<file path="src/hdl/ccpt_map.vh">
// Register map, field positions, reset values and mode codes
// Assumes an 8-bit register port and plain-Verilog includers
`ifndef CCPT_MAP_VH
`define CCPT_MAP_VH

// ****************************************************
// Register addresses
// ****************************************************
`define CCPT_ADDR_FLAGS     8'h0c
`define CCPT_ADDR_T2_COUNT  8'h11
`define CCPT_ADDR_T2_CTRL   8'h12
`define CCPT_ADDR_VAL_LOW   8'h15
`define CCPT_ADDR_VAL_HIGH  8'h16
`define CCPT_ADDR_CC_CTRL   8'h17
`define CCPT_ADDR_ENABLES   8'h8c
`define CCPT_ADDR_LIMIT     8'h92

// ****************************************************
// Reset values
// ****************************************************
`define CCPT_RST_BYTE       8'h00
`define CCPT_RST_LIMIT      8'hff
`define CCPT_RST_WORD       16'h0000

// ****************************************************
// Field positions
// ****************************************************
`define CCPT_FLAG_T1_OVF    0
`define CCPT_FLAG_PERIOD    1
`define CCPT_FLAG_CAPCMP    2
`define CCPT_T2_RUN         2
`define CCPT_T2_PRE_HI      1
`define CCPT_T2_PRE_LO      0
`define CCPT_T2_POST_HI     6
`define CCPT_T2_POST_LO     3
`define CCPT_FLAGS_MASK     8'h7f
`define CCPT_T2_CTRL_MASK   8'h7f
`define CCPT_CC_CTRL_MASK   8'h3f

// ****************************************************
// Capture/compare mode codes
// ****************************************************
`define CCPT_MODE_OFF       4'h0
`define CCPT_MODE_CAP_FALL  4'h4
`define CCPT_MODE_CAP_RISE  4'h5
`define CCPT_MODE_CAP_4TH   4'h6
`define CCPT_MODE_CAP_16TH  4'h7
`define CCPT_MODE_CMP_SET   4'h8
`define CCPT_MODE_CMP_CLR   4'h9
`define CCPT_MODE_CMP_SOFT  4'ha
`define CCPT_MODE_CMP_TRIG  4'hb
`define CCPT_CLASS_CAP      2'h1
`define CCPT_CLASS_CMP      2'h2

// ****************************************************
// Prescaler terminal counts
// ****************************************************
`define CCPT_PRE_DIV1       4'h0
`define CCPT_PRE_DIV4       4'h3
`define CCPT_PRE_DIV16      4'hf
`define CCPT_PRE_SEL_DIV1   2'h0
`define CCPT_PRE_SEL_DIV4   2'h1
`define CCPT_EDGE_4TH       2'h3
`define CCPT_EDGE_16TH      4'hf
`define CCPT_CNT_ONE4       4'h1
`define CCPT_CNT_ONE8       8'h01

`endif

</file>
<file path="src/hdl/ccpt_top.v">
// Period timer with postscaler plus capture/compare unit and registers
// Assumes a synchronous register port, an external Timer1 counter and
// a pin level that may be asynchronous, synchronised at i_clk's domain boundary
`timescale 1ns/100ps
`include "ccpt_map.vh"

// Function
// - 8-bit timer, prescale 1, 4 or 16
// - Count from zero, wrap after limit match
// - Period limit register, resets to all ones
// - Count register read/write, cleared by reset
// - Postscaler divides matches, sets period flag
// - Run bit starts and stops counting
// - Count or control write clears scalers
// - Control write keeps the count
// - Pre-postscaler match goes to serial port
// - Mode field: off, capture edge choices
// - Compare sets flag, drives pin high/low/none
// - Trigger mode resets Timer1, starts converter
// - Codes 11xx have no PWM action, bits 5:4 stored
// - Capture copies 16-bit Timer1 value
// - Capture sets flag; software clears it
// - New capture overwrites, no overrun flag
// - Edges taken from actual pin level
// - Edge prescaler cleared outside capture modes
// - Prescale change keeps edge counter
// - Compare runs every cycle, same-cycle action
// - Pin routed to port bit 0 or 3
// - Trigger never sets Timer1 overflow flag
// - Timer1 write beats trigger reset
// - Zero control write forces output low
module ccpt_top
(
   input  wire        i_clk,
   input  wire        i_srst,
   input  wire        i_ce,
   input  wire [7:0]  i_addr,
   input  wire [7:0]  i_wdata,
   input  wire        i_wr,
   input  wire        i_rd,
   output reg  [7:0]  o_rdata,
   input  wire [15:0] i_timer1_counter,
   input  wire        i_timer1_wr,
   input  wire        i_timer1_overflow,
   input  wire        i_adc_enabled,
   input  wire        i_capcmp_pin_select,
   input  wire        i_pin_rb0,
   input  wire        i_pin_rb3,
   output reg         o_capcmp_out,
   output reg         o_capcmp_on_rb3,
   output reg         o_timer1_reset,
   output reg         o_adc_start,
   output reg         o_ssp_shift_tick,
   output reg         o_period_match_flag,
   output reg         o_capcmp_event_flag
);

   // ****************************************************
   // Helpers
   // ****************************************************
   function is_capture;
      input [3:0] mode;
      begin
         is_capture = (mode[3:2] == `CCPT_CLASS_CAP);
      end
   endfunction

   function is_compare;
      input [3:0] mode;
      begin
         is_compare = (mode[3:2] == `CCPT_CLASS_CMP);
      end
   endfunction

   // ****************************************************
   // Registers and decode
   // ****************************************************
   reg  [7:0]  flags_q;
   reg  [7:0]  enables_q;
   reg  [7:0]  t2_count_q;
   reg  [7:0]  t2_ctrl_q;
   reg  [7:0]  limit_q;
   reg  [7:0]  cc_ctrl_q;
   reg  [15:0] cc_value_q;
   reg  [3:0]  t2_pre_q;
   reg  [3:0]  t2_post_q;
   reg  [3:0]  edge_cnt_q;
   reg         pin_meta_q;
   reg         pin_sync_q;
   reg         pin_prev_q;
   reg         cmp_match_q;

   wire wr_flags    = i_wr && (i_addr == `CCPT_ADDR_FLAGS);
   wire wr_count    = i_wr && (i_addr == `CCPT_ADDR_T2_COUNT);
   wire wr_t2_ctrl  = i_wr && (i_addr == `CCPT_ADDR_T2_CTRL);
   wire wr_val_low  = i_wr && (i_addr == `CCPT_ADDR_VAL_LOW);
   wire wr_val_high = i_wr && (i_addr == `CCPT_ADDR_VAL_HIGH);
   wire wr_cc_ctrl  = i_wr && (i_addr == `CCPT_ADDR_CC_CTRL);
   wire wr_enables  = i_wr && (i_addr == `CCPT_ADDR_ENABLES);
   wire wr_limit    = i_wr && (i_addr == `CCPT_ADDR_LIMIT);

   wire [3:0] mode   = cc_ctrl_q[3:0];
   wire       t2_run = t2_ctrl_q[`CCPT_T2_RUN];
   wire [1:0] pre_sel =
      t2_ctrl_q[`CCPT_T2_PRE_HI:`CCPT_T2_PRE_LO];
   wire [3:0] post_sel =
      t2_ctrl_q[`CCPT_T2_POST_HI:`CCPT_T2_POST_LO];

   // ****************************************************
   // Period timer
   // ****************************************************
   reg  [3:0] pre_last;
   always @*
   begin
      case (pre_sel)
         `CCPT_PRE_SEL_DIV1: pre_last = `CCPT_PRE_DIV1;
         `CCPT_PRE_SEL_DIV4: pre_last = `CCPT_PRE_DIV4;
         default:            pre_last = `CCPT_PRE_DIV16;
      endcase
   end

   wire t2_tick   = t2_run && (t2_pre_q == pre_last);
   wire t2_match  = t2_tick && (t2_count_q == limit_q);
   wire post_done = t2_match && (t2_post_q == post_sel);
   wire scaler_clr = wr_count || wr_t2_ctrl;

   always @(posedge i_clk)
   begin
      if (i_srst)
      begin
         t2_count_q <= `CCPT_RST_BYTE;
         t2_ctrl_q  <= `CCPT_RST_BYTE;
         limit_q    <= `CCPT_RST_LIMIT;
         t2_pre_q   <= 4'h0;
         t2_post_q  <= 4'h0;
      end
      else if (i_ce)
      begin
         // Count write wins over a coincident increment
         if (wr_count)
            t2_count_q <= i_wdata;
         else if (t2_match)
            t2_count_q <= `CCPT_RST_BYTE;
         else if (t2_tick)
            t2_count_q <= t2_count_q + `CCPT_CNT_ONE8;
         if (wr_t2_ctrl)
            t2_ctrl_q <= i_wdata & `CCPT_T2_CTRL_MASK;
         if (wr_limit)
            limit_q <= i_wdata;
         if (scaler_clr)
         begin
            t2_pre_q  <= 4'h0;
            t2_post_q <= 4'h0;
         end
         else
         begin
            if (t2_tick)
               t2_pre_q <= 4'h0;
            else if (t2_run)
               t2_pre_q <= t2_pre_q + `CCPT_CNT_ONE4;
            if (post_done)
               t2_post_q <= 4'h0;
            else if (t2_match)
               t2_post_q <= t2_post_q + `CCPT_CNT_ONE4;
         end
      end
   end

   // ****************************************************
   // Pin synchroniser and edge detection
   // ****************************************************
   // Mux ahead of the synchroniser so the first stage is read only once
   wire pin_level = i_capcmp_pin_select ? i_pin_rb3 : i_pin_rb0;

   always @(posedge i_clk)
   begin
      if (i_srst)
      begin
         pin_meta_q <= 1'b0;
         pin_sync_q <= 1'b0;
         pin_prev_q <= 1'b0;
      end
      else if (i_ce)
      begin
         pin_meta_q <= pin_level;
         pin_sync_q <= pin_meta_q;
         pin_prev_q <= pin_sync_q;
      end
   end

   wire pin_rise = pin_sync_q && !pin_prev_q;
   wire pin_fall = !pin_sync_q && pin_prev_q;

   // ****************************************************
   // Capture
   // ****************************************************
   reg cap_event;
   always @*
   begin
      case (mode)
         `CCPT_MODE_CAP_FALL: cap_event = pin_fall;
         `CCPT_MODE_CAP_RISE: cap_event = pin_rise;
         `CCPT_MODE_CAP_4TH:
            cap_event = pin_rise &&
                        (edge_cnt_q[1:0] == `CCPT_EDGE_4TH);
         `CCPT_MODE_CAP_16TH:
            cap_event = pin_rise && (edge_cnt_q == `CCPT_EDGE_16TH);
         default:             cap_event = 1'b0;
      endcase
   end

   // Counter is not cleared between prescale settings, so the first
   // capture after a switch may come early
   always @(posedge i_clk)
   begin
      if (i_srst)
         edge_cnt_q <= 4'h0;
      else if (i_ce)
      begin
         if (!is_capture(mode))
            edge_cnt_q <= 4'h0;
         else if (pin_rise)
            edge_cnt_q <= edge_cnt_q + `CCPT_CNT_ONE4;
      end
   end

   // ****************************************************
   // Compare
   // ****************************************************
   wire cmp_match = is_compare(mode) &&
                    (cc_value_q == i_timer1_counter);
   wire trig_pulse = cmp_match && !cmp_match_q &&
                     (mode == `CCPT_MODE_CMP_TRIG);

   always @(posedge i_clk)
   begin
      if (i_srst)
      begin
         cmp_match_q     <= 1'b0;
         o_capcmp_out    <= 1'b0;
         o_capcmp_on_rb3 <= 1'b0;
         o_timer1_reset  <= 1'b0;
         o_adc_start     <= 1'b0;
      end
      else if (i_ce)
      begin
         cmp_match_q     <= cmp_match;
         o_capcmp_on_rb3 <= i_capcmp_pin_select;
         if (wr_cc_ctrl && (i_wdata == `CCPT_RST_BYTE))
            o_capcmp_out <= 1'b0;
         else if (cmp_match && (mode == `CCPT_MODE_CMP_SET))
            o_capcmp_out <= 1'b1;
         else if (cmp_match && (mode == `CCPT_MODE_CMP_CLR))
            o_capcmp_out <= 1'b0;
         // A coincident Timer1 write keeps its value
         o_timer1_reset <= trig_pulse && !i_timer1_wr;
         o_adc_start    <= trig_pulse && i_adc_enabled;
      end
   end

   // ****************************************************
   // Capture/compare control and value
   // ****************************************************
   always @(posedge i_clk)
   begin
      if (i_srst)
      begin
         cc_ctrl_q  <= `CCPT_RST_BYTE;
         cc_value_q <= `CCPT_RST_WORD;
      end
      else if (i_ce)
      begin
         if (wr_cc_ctrl)
            cc_ctrl_q <= i_wdata & `CCPT_CC_CTRL_MASK;
         // Capture wins over a software write in the same cycle
         if (cap_event)
            cc_value_q <= i_timer1_counter;
         else
         begin
            if (wr_val_low)
               cc_value_q[7:0] <= i_wdata;
            if (wr_val_high)
               cc_value_q[15:8] <= i_wdata;
         end
      end
   end

   // ****************************************************
   // Flags and enables
   // ****************************************************
   reg [7:0] flag_set;
   always @*
   begin
      flag_set = 8'h00;
      flag_set[`CCPT_FLAG_PERIOD] = post_done;
      flag_set[`CCPT_FLAG_CAPCMP] = cap_event || cmp_match;
      // Trigger is not routed here by design
      flag_set[`CCPT_FLAG_T1_OVF] = i_timer1_overflow;
   end

   always @(posedge i_clk)
   begin
      if (i_srst)
      begin
         flags_q             <= `CCPT_RST_BYTE;
         enables_q           <= `CCPT_RST_BYTE;
         o_period_match_flag <= 1'b0;
         o_capcmp_event_flag <= 1'b0;
         o_ssp_shift_tick    <= 1'b0;
      end
      else if (i_ce)
      begin
         // Hardware set beats a software clear
         if (wr_flags)
            flags_q <= (i_wdata & `CCPT_FLAGS_MASK) | flag_set;
         else
            flags_q <= flags_q | flag_set;
         if (wr_enables)
            enables_q <= i_wdata & `CCPT_FLAGS_MASK;
         o_period_match_flag <= flags_q[`CCPT_FLAG_PERIOD];
         o_capcmp_event_flag <= flags_q[`CCPT_FLAG_CAPCMP];
         o_ssp_shift_tick    <= t2_match;
      end
   end

   // ****************************************************
   // Read port
   // ****************************************************
   reg [7:0] rd_mux;
   always @*
   begin
      case (i_addr)
         `CCPT_ADDR_FLAGS:    rd_mux = flags_q;
         `CCPT_ADDR_T2_COUNT: rd_mux = t2_count_q;
         `CCPT_ADDR_T2_CTRL:  rd_mux = t2_ctrl_q;
         `CCPT_ADDR_VAL_LOW:  rd_mux = cc_value_q[7:0];
         `CCPT_ADDR_VAL_HIGH: rd_mux = cc_value_q[15:8];
         `CCPT_ADDR_CC_CTRL:  rd_mux = cc_ctrl_q;
         `CCPT_ADDR_ENABLES:  rd_mux = enables_q;
         `CCPT_ADDR_LIMIT:    rd_mux = limit_q;
         default:             rd_mux = 8'h00;
      endcase
   end

   // Data valid only in the cycle after the strobe
   always @(posedge i_clk)
   begin
      if (i_srst)
         o_rdata <= 8'h00;
      else if (i_ce)
         o_rdata <= i_rd ? rd_mux : 8'h00;
   end

endmodule // ccpt_top

</file>
<file path="config.mk">
export PLATFORM = sky130hd
export DESIGN_NAME = ccpt_top
export DESIGN_NICKNAME = d
export VERILOG_FILES = /design/src/hdl/ccpt_top.v
export VERILOG_INCLUDE_DIRS = /design/src /design/src/hdl
export SDC_FILE = /design/constraint.sdc
export NUM_CORES = 1
export LEC_CHECK = 0
export ABC_AREA = 1
export BUFFER_PORTS_ARGS = -buffer_cell sky130_fd_sc_hd__buf_2
export CAP_MARGIN = 30
export CORE_ASPECT_RATIO = 1.5
export CORE_MARGIN = 5
export CORE_UTILIZATION = 45
export CTS_CLUSTER_SIZE = 16
export DETAILED_ROUTE_END_ITERATION = 8
export HOLD_SLACK_MARGIN = 0.06
export PLACE_DENSITY = 0.66
export SLEW_MARGIN = 20
export SYNTH_ARGS = -nofsm -noshare
export SYNTH_HDL_FRONTEND = slang
export SYNTH_SLANG_ARGS = --single-unit
</file>
<file path="constraint.sdc">
create_clock -name i_clk -period 1.6 [get_ports i_clk]
set_input_delay 0.08 -clock i_clk [delete_from_list [all_inputs] [get_ports i_clk]]
set_output_delay 0.08 -clock i_clk [all_outputs]
set_load 0.005 [all_outputs]
</file>
# [Word-level counts from Yosys, hierarchy flattened]
# Index checks and enable logic that the tools add are counted.
[classes] addsub=4 n_eq_ne=25 reduce_logical=48 bitwise=2 mux=23
[op_table] operator="case mux 8 bit (8 select lines)" n=1
[op_table] operator="two-way mux 8 bit" n=7
[op_table] operator="equality test 8 x 5 -> 1 bit, second input constant" n=5
[op_table] operator="two-way mux 4 bit" n=8
[op_table] operator="logical AND 1 bit" n=23
[op_table] operator="AND reduction 2 bit" n=11
[op_table] operator="equality test 16 bit" n=1
[op_table] operator="equality test 4 x 3 -> 1 bit, second input constant" n=4
[op_table] operator="equality test 4 bit, second input constant" n=4
[op_table] operator="equality test 8 bit, second input constant" n=2
[op_table] operator="two-way mux 16 bit" n=1
[op_table] operator="adder 4 x 1 -> 4 bit, second input constant" n=3
[op_table] operator="nonzero test 3 bit" n=4
[op_table] operator="adder 8 x 1 -> 8 bit, second input constant" n=1
[op_table] operator="equality test 4 bit" n=2
[op_table] operator="equality test 8 x 4 -> 1 bit, second input constant" n=1
[op_table] operator="equality test 8 bit" n=1
[op_table] operator="zero test 8 bit" n=1
[op_table] operator="OR 8 x 3 -> 8 bit" n=1
[op_table] operator="case mux 4 bit (2 select lines)" n=1
[op_table] operator="OR 7 x 3 -> 7 bit" n=1
[op_table] operator="equality test 2 x 1 -> 1 bit, second input constant" n=2
[op_table] operator="equality test 2 bit, second input constant" n=2
[op_table] operator="zero test 1 bit" n=4
[op_table] operator="other kinds (6)" n=11
[totals] register_bits=91 elab_cells=125

# [Depth between registers and ports, before layout]
# Gate-level depths: netlist (run 1).
[logic_depth] depth_word=8 mapped_depth=12 depth_no_buf=12

# [Worst setup path after synthesis (run 1)]
# No wires, ideal clock.
[synth_timing] kind="reg-to-reg" from="register edge_cnt_q[0]" to="register cc_value_q[0]" path_buffers=1 required_time_ps=1488 path_stages_with_launch=10 arrival_ps=1437 path_slack_ps=51 path_cell_list="dfxtp_1 -> ha_1 -> nor2_1 -> o31ai_2 -> nand2_2 -> buf_2 -> nand2_1 -> o21ai_0 -> nor2_1 -> nor2_1"
[synth_via] elab_chain_cells=5 word_cells_on_any_way=8
[synth_lines] item="start, declared" line_no="ccpt_top.v:87" text="reg [3:0] edge_cnt_q;"
[synth_lines] item="start signal, assigned" line_no="ccpt_top.v:223" text="edge_cnt_q <= edge_cnt_q + `CCPT_CNT_ONE4;"
[synth_lines] item="equality test 4 bit (no line) or equality test 2 bit (tied branches)"
[synth_lines] item="logical AND 1 bit (on tied branches)" line_no="ccpt_top.v:207, ccpt_top.v:204"
[synth_lines] item="case mux 1 bit (4 select lines) *" line_no="ccpt_top.v:200" text="case (mode)"
[synth_lines] item="nonzero test 2 bit (no line)"
[synth_lines] item="AND reduction 2 bit (no line)"
[synth_lines] item="end signal, assigned" line_no="ccpt_top.v:269" text="cc_value_q <= `CCPT_RST_WORD;"
[synth_lines] item="end signal, assigned" line_no="ccpt_top.v:277" text="cc_value_q <= i_timer1_counter;"
[synth_lines] item="end signal, assigned" line_no="ccpt_top.v:281" text="cc_value_q[7:0] <= i_wdata;"
[synth_lines] item="end, declared" line_no="ccpt_top.v:84" text="reg [15:0] cc_value_q;"
# Mark *: on every way between the ends. The rest lies on a longest branch, timed or not.
# A chain may end at the register's enable or synchronous reset.

# [Worst setup path after layout (run 1)]
[layout_timing] from="register edge_cnt_q[1]" to="register cc_value_q[4]"
# Same word-level chain as after synthesis.

==> results of run 1 <==
[where the power goes]
group | switching (mW) | internal [mW] | leakage (nW)
clock network | 0.938 | 1.10 | 0.124
logic | 0.265 | 0.140 | 2.05
registers | 0.0116 | 2.26 | 0.731
[path summary, 6_finish.rpt]
| path | slack, ns | endpoint | depth (start not counted) | startpoint |
|---|---|---|---|---|
| worst min-delay path | 0.08 | o_rdata[2] | 3 | i_rd |
| worst max register to register | -0.008 | cc_value_q[4] | 9 | edge_cnt_q[1] |
| worst max-delay path | -0.008 | cc_value_q[4] | 9 | edge_cnt_q[1] |
| worst min register to register | 0.46 | enables_q[5] | 2 | enables_q[5] |
[cells by family (layout without fill, tap and decap cells)]
family,Yosys count,count (layout),synth area share
buffers and inverters,129,227,0.0996
AOI/OAI and AO/OA,180,180,0.182
adders and majority gates,4,4,0.00979
and+or+nand+nor,383,383,0.327
DFF,90,90,0.353
xor gates and xnor gates,17,17,0.0291
[synth_stat cells (3+ instances only)]
cell type | count | share of area
inv_1 | 96 | 0.071
nand3_1 | 84 | 0.082
o21ai_1 | 6 | 0.0059
ha_1 | 4 | 0.0098
dfxtp_1 | 90 | 0.35
nand2_1 | 164 | 0.12
nor3_1 | 4 | 0.0039
nor2_4 | 3 | 0.0066
clkbuf_1 | 12 | 0.0088
buf_2 | 10 | 0.0098
nor2_1 | 97 | 0.071
o21ai_0 | 86 | 0.084
nor2_2 | 6 | 0.0073
nand3b_1 | 3 | 0.0044
xor2_1 | 15 | 0.026
nand4_1 | 11 | 0.013
inv_2 | 5 | 0.0037
a21oi_1 | 81 | 0.079
[state kept, by name, summed over array words and instances, names as in the netlist, 4 cells and up]
| register | cells |
|---|---|
| cc_value_q | 16 |
| t2_ctrl_q | 7 |
| t2_count_q | 8 |
| enables_q | 7 |
| edge_cnt_q | 4 |
| t2_post_q | 4 |
| t2_pre_q | 4 |
| flags_q | 7 |
| o_rdata | 8 |
| cc_ctrl_q | 6 |
| limit_q | 8 |
[per-layer routing]
| layer | track usage | up-vias | part of all wire |
|---|---|---|---|
| met4 | 0.128 | 0 | 0.046 |
| met1 | 0.291 | 2592 | 0.40 |
| met5 | 0 | - | 0 |
| met3 | 0.0368 | 51 | 0.054 |
| li1 | - | 2807 | - |
| met2 | 0.424 | 211 | 0.50 |
[what timing repair did]
action,in CTS,in global routing
pin swaps,1,22
resized for setup,1,72
hold buffers,5,0
cloned,0,2
buffers inserted,0,5
setup endpoints to repair,13,29
hold endpoints to repair,5,0
[per-stage QoR]
step,utilization,instances
2_1_floorplan,-,803
3_3_place_gp,0.521,1020
3_5_place_dp,0.521,1020
4_1_cts,0.551,1041
5_1_grt,0.579,1048
6_report,0.579,1048
[critical path: cells and delay by family (launching register included)]
kind                     cells  cell delay (ns)
buffers and inverters        1             0.18
adder cells (fa/ha/maj)      1             0.16
AO/OA/AOI/OAI                2             0.38
flip-flops                   1             0.35
AND/OR/NAND/NOR              5             0.43
[cell type report]
type                    count  area (um2)  area share
well taps                 147         184      0.0286
repair buffers            109         772       0.120
clock inverters             5        38.8     0.00603
multi-input cells         584        3000       0.466
flip-flops and latches     90        1810       0.282
inverters                 102         385      0.0599
clock buffers              11         243      0.0377
==> impl_metrics.py, run 1 <==
metrics = {
    "run_status": {
        "status": "complete, but fails checks",
        "violations": "negative setup slack",
    },
    "sta": {
        "slew_viol_final": 0,
        "finalWorstPathRequiredPeriod_ns": 1.61,
        "fin_crit_sh": 1.01,
        "hold_violations": 0,
        "worst_slew_pin_slew_ns": 0.418,
        "relSlewSlack": 0.721,
        "fin_skew_ns": 0.00836,
        "setup_tns_ns": -0.00811,
        "finalWorstSetupSlack_ns": -0.00811,
        "setup_violations": 1,
        "max_freq_mhz": 622,
        "fin_hold_ws_ns": 0.0850,
        "rsz0062_at_grt": "true",
    },
    "route": {
        "drt.antenna.violating_nets": 0,
        "dr.pass1.iters": 5,
        "wl_per_cell_um": 16.3,
        "drc": 0,
        "drt_iter0_drc": 384,
        "via_count": 5661,
        "via_per_inst": 5.40,
        "routed_wirelength_um": 17100,
    },
    "synth": {
        "async_flop_share": 0,
        "synth_cells": 803,
        "ys_warn_count": 0,
        "ys_ff_latch": 90,
        "synth_flop_cell": "dfxtp_1",
        "netlist_area_mm2": 0.00511,
        "ys_types": 37,
        "syn_area_per_cell_um2": 6.37,
        "yosysSeqAreaShare": 0.353,
        "synth.net_count": 850,
        "synth-edff-count": 0,
    },
    "place": {
        "portBuffers": 57,
        "placed_area_mm2": 0.00579,
        "pre_cts_ws_ns": -0.0175,
        "dp_hpwl_um": 12600,
        "gp_congestion": 0.960,
    },
    "floorplanning": {
        "chipHeight_um": 141,
        "design.die.area_mm2": 0.0136,
        "core_mm2": 0.0111,
        "initial_utilization": 0.460,
        "row_count": 47,
        "die_x_um": 97.0,
        "ios": 58,
    },
    "clock_tree": {
        "cts-buffers-inserted": 9,
        "cts_sinks": 90,
        "cts-root-buf": "clkbuf_16",
        "clk_pin_slew_ns": 0.07,
        "clockBufferDepth": 2,
        "clock_latency_ns": 0.35,
        "cts_tree": "yes",
        "htree_levels": 3,
    },
    "layout": {
        "final_common_cell": "nand2_1",
        "area_growth_pct": 25.9,
        "final_nets": 943,
        "final_cell_mix": "nand2_1, inv_1, nor2_1",
        "drive_above_1_share": 0.208,
        "fin_area_mm2": 0.00643,
        "fillers": 1086,
        "antenna_cells": 0,
    },
    "setup_path": {
        "cp-end-kind": "register",
        "crit_arrival_ns": 1.85,
        "cp_max_fo": 6,
        "crit_chain": "ha_4 > nor2_4 > o31ai_4 > nand2_4 > buf_12 > nand2_4 > o21ai_2 > nor2_2 > nor2_2",
        "max_stage_delay_ns": 0.35,
        "worstSetupStartpointType": "register",
        "crit_type": "register to register",
        "cp.required_ns": 1.84,
        "slowest_stage": "dfxtp_2",
    },
    "global_routing": {
        "grt_pass1_wl_um": 26900,
        "grt_max_degree": 36,
        "overflow": 0,
        "grt_pass1_vias": 5387,
        "grt_usage": 0.245,
        "grt_antenna_before_repair": 0,
    },
    "job": {
        "drv_cap": 0,
    },
    "power": {
        "p_per_area_mw_per_mm2": 733,
        "p_total_mw": 4.71,
        "irDropWorstVdd_v": 0.000540,
        "p_leak_nw": 2.91,
    },
    "worst_hold_path": {
        "hp-class": "input port to register",
    },
}
Power figures use the tool's default switching activity.
==> run 2: changes to the inputs <==
Clock period 1.6 ns to 1.3 ns, I/O delays scaled along.
==> impl_metrics.py, run 2 (synthesis results as in run 1) <==
metrics = {
    "floorplanning": {
        "core_mm2": 0.0111,
        "design.die.area_mm2": 0.0136,
        "ios": 58,
        "chipHeight_um": 141,
        "initial_utilization": 0.460,
        "row_count": 47,
        "die_x_um": 97.0,
    },
    "sta": {
        "max_freq_mhz": 644,
        "finalWorstPathRequiredPeriod_ns": 1.55,
        "setup_violations": 40,
        "rsz0062_at_grt": "true",
        "hold_violations": 0,
        "fin_crit_sh": 1.19,
        "finalWorstSetupSlack_ns": -0.252,
        "slew_viol_final": 0,
        "worst_slew_pin_slew_ns": 0.664,
        "setup_tns_ns": -6.74,
        "relSlewSlack": 0.553,
        "fin_skew_ns": 0.00957,
    },
    "layout": {
        "final_nets": 1034,
        "largest_reg_flops": 16,
        "regMostFlops": "cc_value_q",
        "drive_above_1_share": 0.334,
        "final_cell_mix": "nand2_1, buf_4, inv_1",
        "antenna_cells": 0,
        "utilization": 0.664,
        "area_growth_pct": 44.5,
        "final_common_cell": "nand2_1",
    },
    "route": {
        "drc": 0,
        "routed_wirelength_um": 18600,
        "drt_iter0_drc": 402,
        "via_count": 6071,
        "wl_per_cell_um": 16.4,
        "via_per_inst": 5.33,
        "dr.pass1.iters": 5,
        "drt.antenna.violating_nets": 0,
    },
    "worst_hold_path": {
        "hold_start": "i_pin_rb0",
        "hp-class": "input port to register",
        "worstHoldPathCells": 5,
        "hold_end": "pin_meta_q",
    },
    "place": {
        "gp_congestion": 0.942,
        "dp_hpwl_um": 13800,
        "portBuffers": 57,
        "pre_cts_ws_ns": -0.264,
    },
    "setup_path": {
        "crit_chain": "or2_4 > a21oi_4 > nand2_4 > a21oi_4 > clkinv_4 > a21oi_2 > a21oi_2",
        "reg2reg_depth": 7,
        "slowest_stage": "dfxtp_2",
        "crit_arrival_ns": 1.79,
        "crit_type": "register to register",
        "worstSetupStartpointType": "register",
        "cp-end-kind": "register",
        "cp_max_fo": 8,
        "cp.required_ns": 1.53,
        "max_stage_delay_ns": 0.32,
        "worstReg2RegEnd": "t2_count_q[7]",
        "r2r-start": "t2_pre_q[0]",
        "regToRegSetupSlack_ns": -0.25,
    },
    "clock_tree": {
        "clockBufferDepth": 2,
        "htree_levels": 3,
        "clk_pin_slew_ns": 0.07,
        "cts-buffers-inserted": 9,
        "cts-root-buf": "clkbuf_16",
        "clock_latency_ns": 0.35,
        "cts_sinks": 90,
        "cts_tree": "yes",
    },
    "global_routing": {
        "grt_pass1_vias": 5980,
        "grt_usage": 0.269,
        "grt_pass1_wl_um": 29300,
        "grt_max_degree": 61,
        "grt_antenna_before_repair": 0,
        "overflow": 0,
    },
    "run_status": {
        "violations": "negative setup slack",
        "status": "complete, but fails checks",
    },
    "job": {
        "drv_cap": 0,
    },
    "power": {
        "p_per_area_mw_per_mm2": 812,
        "irDropWorstVdd_v": 0.000506,
        "p_leak_nw": 3.43,
    },
}
==> run 2: worst max-delay path, delay by kind of cell, from the launching register on <==
kind / cells / cell delay, ns
buffers and inverters: 1 / 0.16
DFF: 1 / 0.32
and+or+nand+nor: 2 / 0.34
AOI/OAI and AO/OA: 4 / 0.63
==> run 2: timing repair <==
action,CTS,global route
hold buffers,9,0
endpoints found under the setup margin,40,44
hold endpoints to repair,18,0
gates cloned,2,0
pin swaps,27,30
buffers inserted,13,5
gates resized for setup,80,52
==> run 2: layer usage <==
layer  wire length [um]  global-route usage  vias up
met5                  0                   0        -
met4                917               0.146        0
met3                856              0.0418       62
met2               9740               0.490      217
met1               7130               0.295     2812
li1                   -                   -     2980
==> run 2: worst max path at each step <==
| stage | from | end | slack (ns) | cells past startpoint |
|---|---|---|---|---|
| 6_report | t2_pre_q[0] | t2_count_q[7] | -0.25 | 7 |
| 5_1_grt | t2_ctrl_q[1] | t2_count_q[5] | -0.34 | 8 |
| 4_1_cts | edge_cnt_q[0] | cc_value_q[14] | -0.24 | 10 |
| 3_5_place_dp | t2_count_q[5] | t2_post_q[3] | -0.26 | 12 |
| 3_3_place_gp | t2_count_q[5] | t2_post_q[3] | -0.27 | 12 |
| 2_1_floorplan | t2_pre_q[1] | t2_count_q[6] | -0.09 | 7 |
==> run 2: where the power goes <==
part | internal [mW] | total [mW] | switching [mW]
logic | 0.233 | 0.585 | 0.352
clock network | 1.35 | 2.63 | 1.27
registers | 2.77 | 2.78 | 0.0134
total | 4.35 | 5.99 | 1.64
==> run 2: final cells by class <==
type	instances	area, um2
fillers	967	3730
inverters	102	393
multi-input cells	584	3130
repair buffers	200	1530
flip-flops and latches	90	1840
clock buffers	9	225
well taps	147	184
clock inverters	7	71.3
==> run 2: per-stage QoR <==
step | total power, mW | cell area (um2) | hold slack [ns] | instances
after floorplan | 3.09 | 5210 | 0.191 | 803
after global placement | 3.35 | 6480 | 0.318 | 1094
after detailed placement | 3.36 | 6480 | 0.325 | 1094
after CTS | 6.00 | 7190 | 0.0648 | 1134
after global routing | 6.21 | 7380 | 0.0992 | 1139
final | 5.99 | 7380 | 0.0753 | 1139
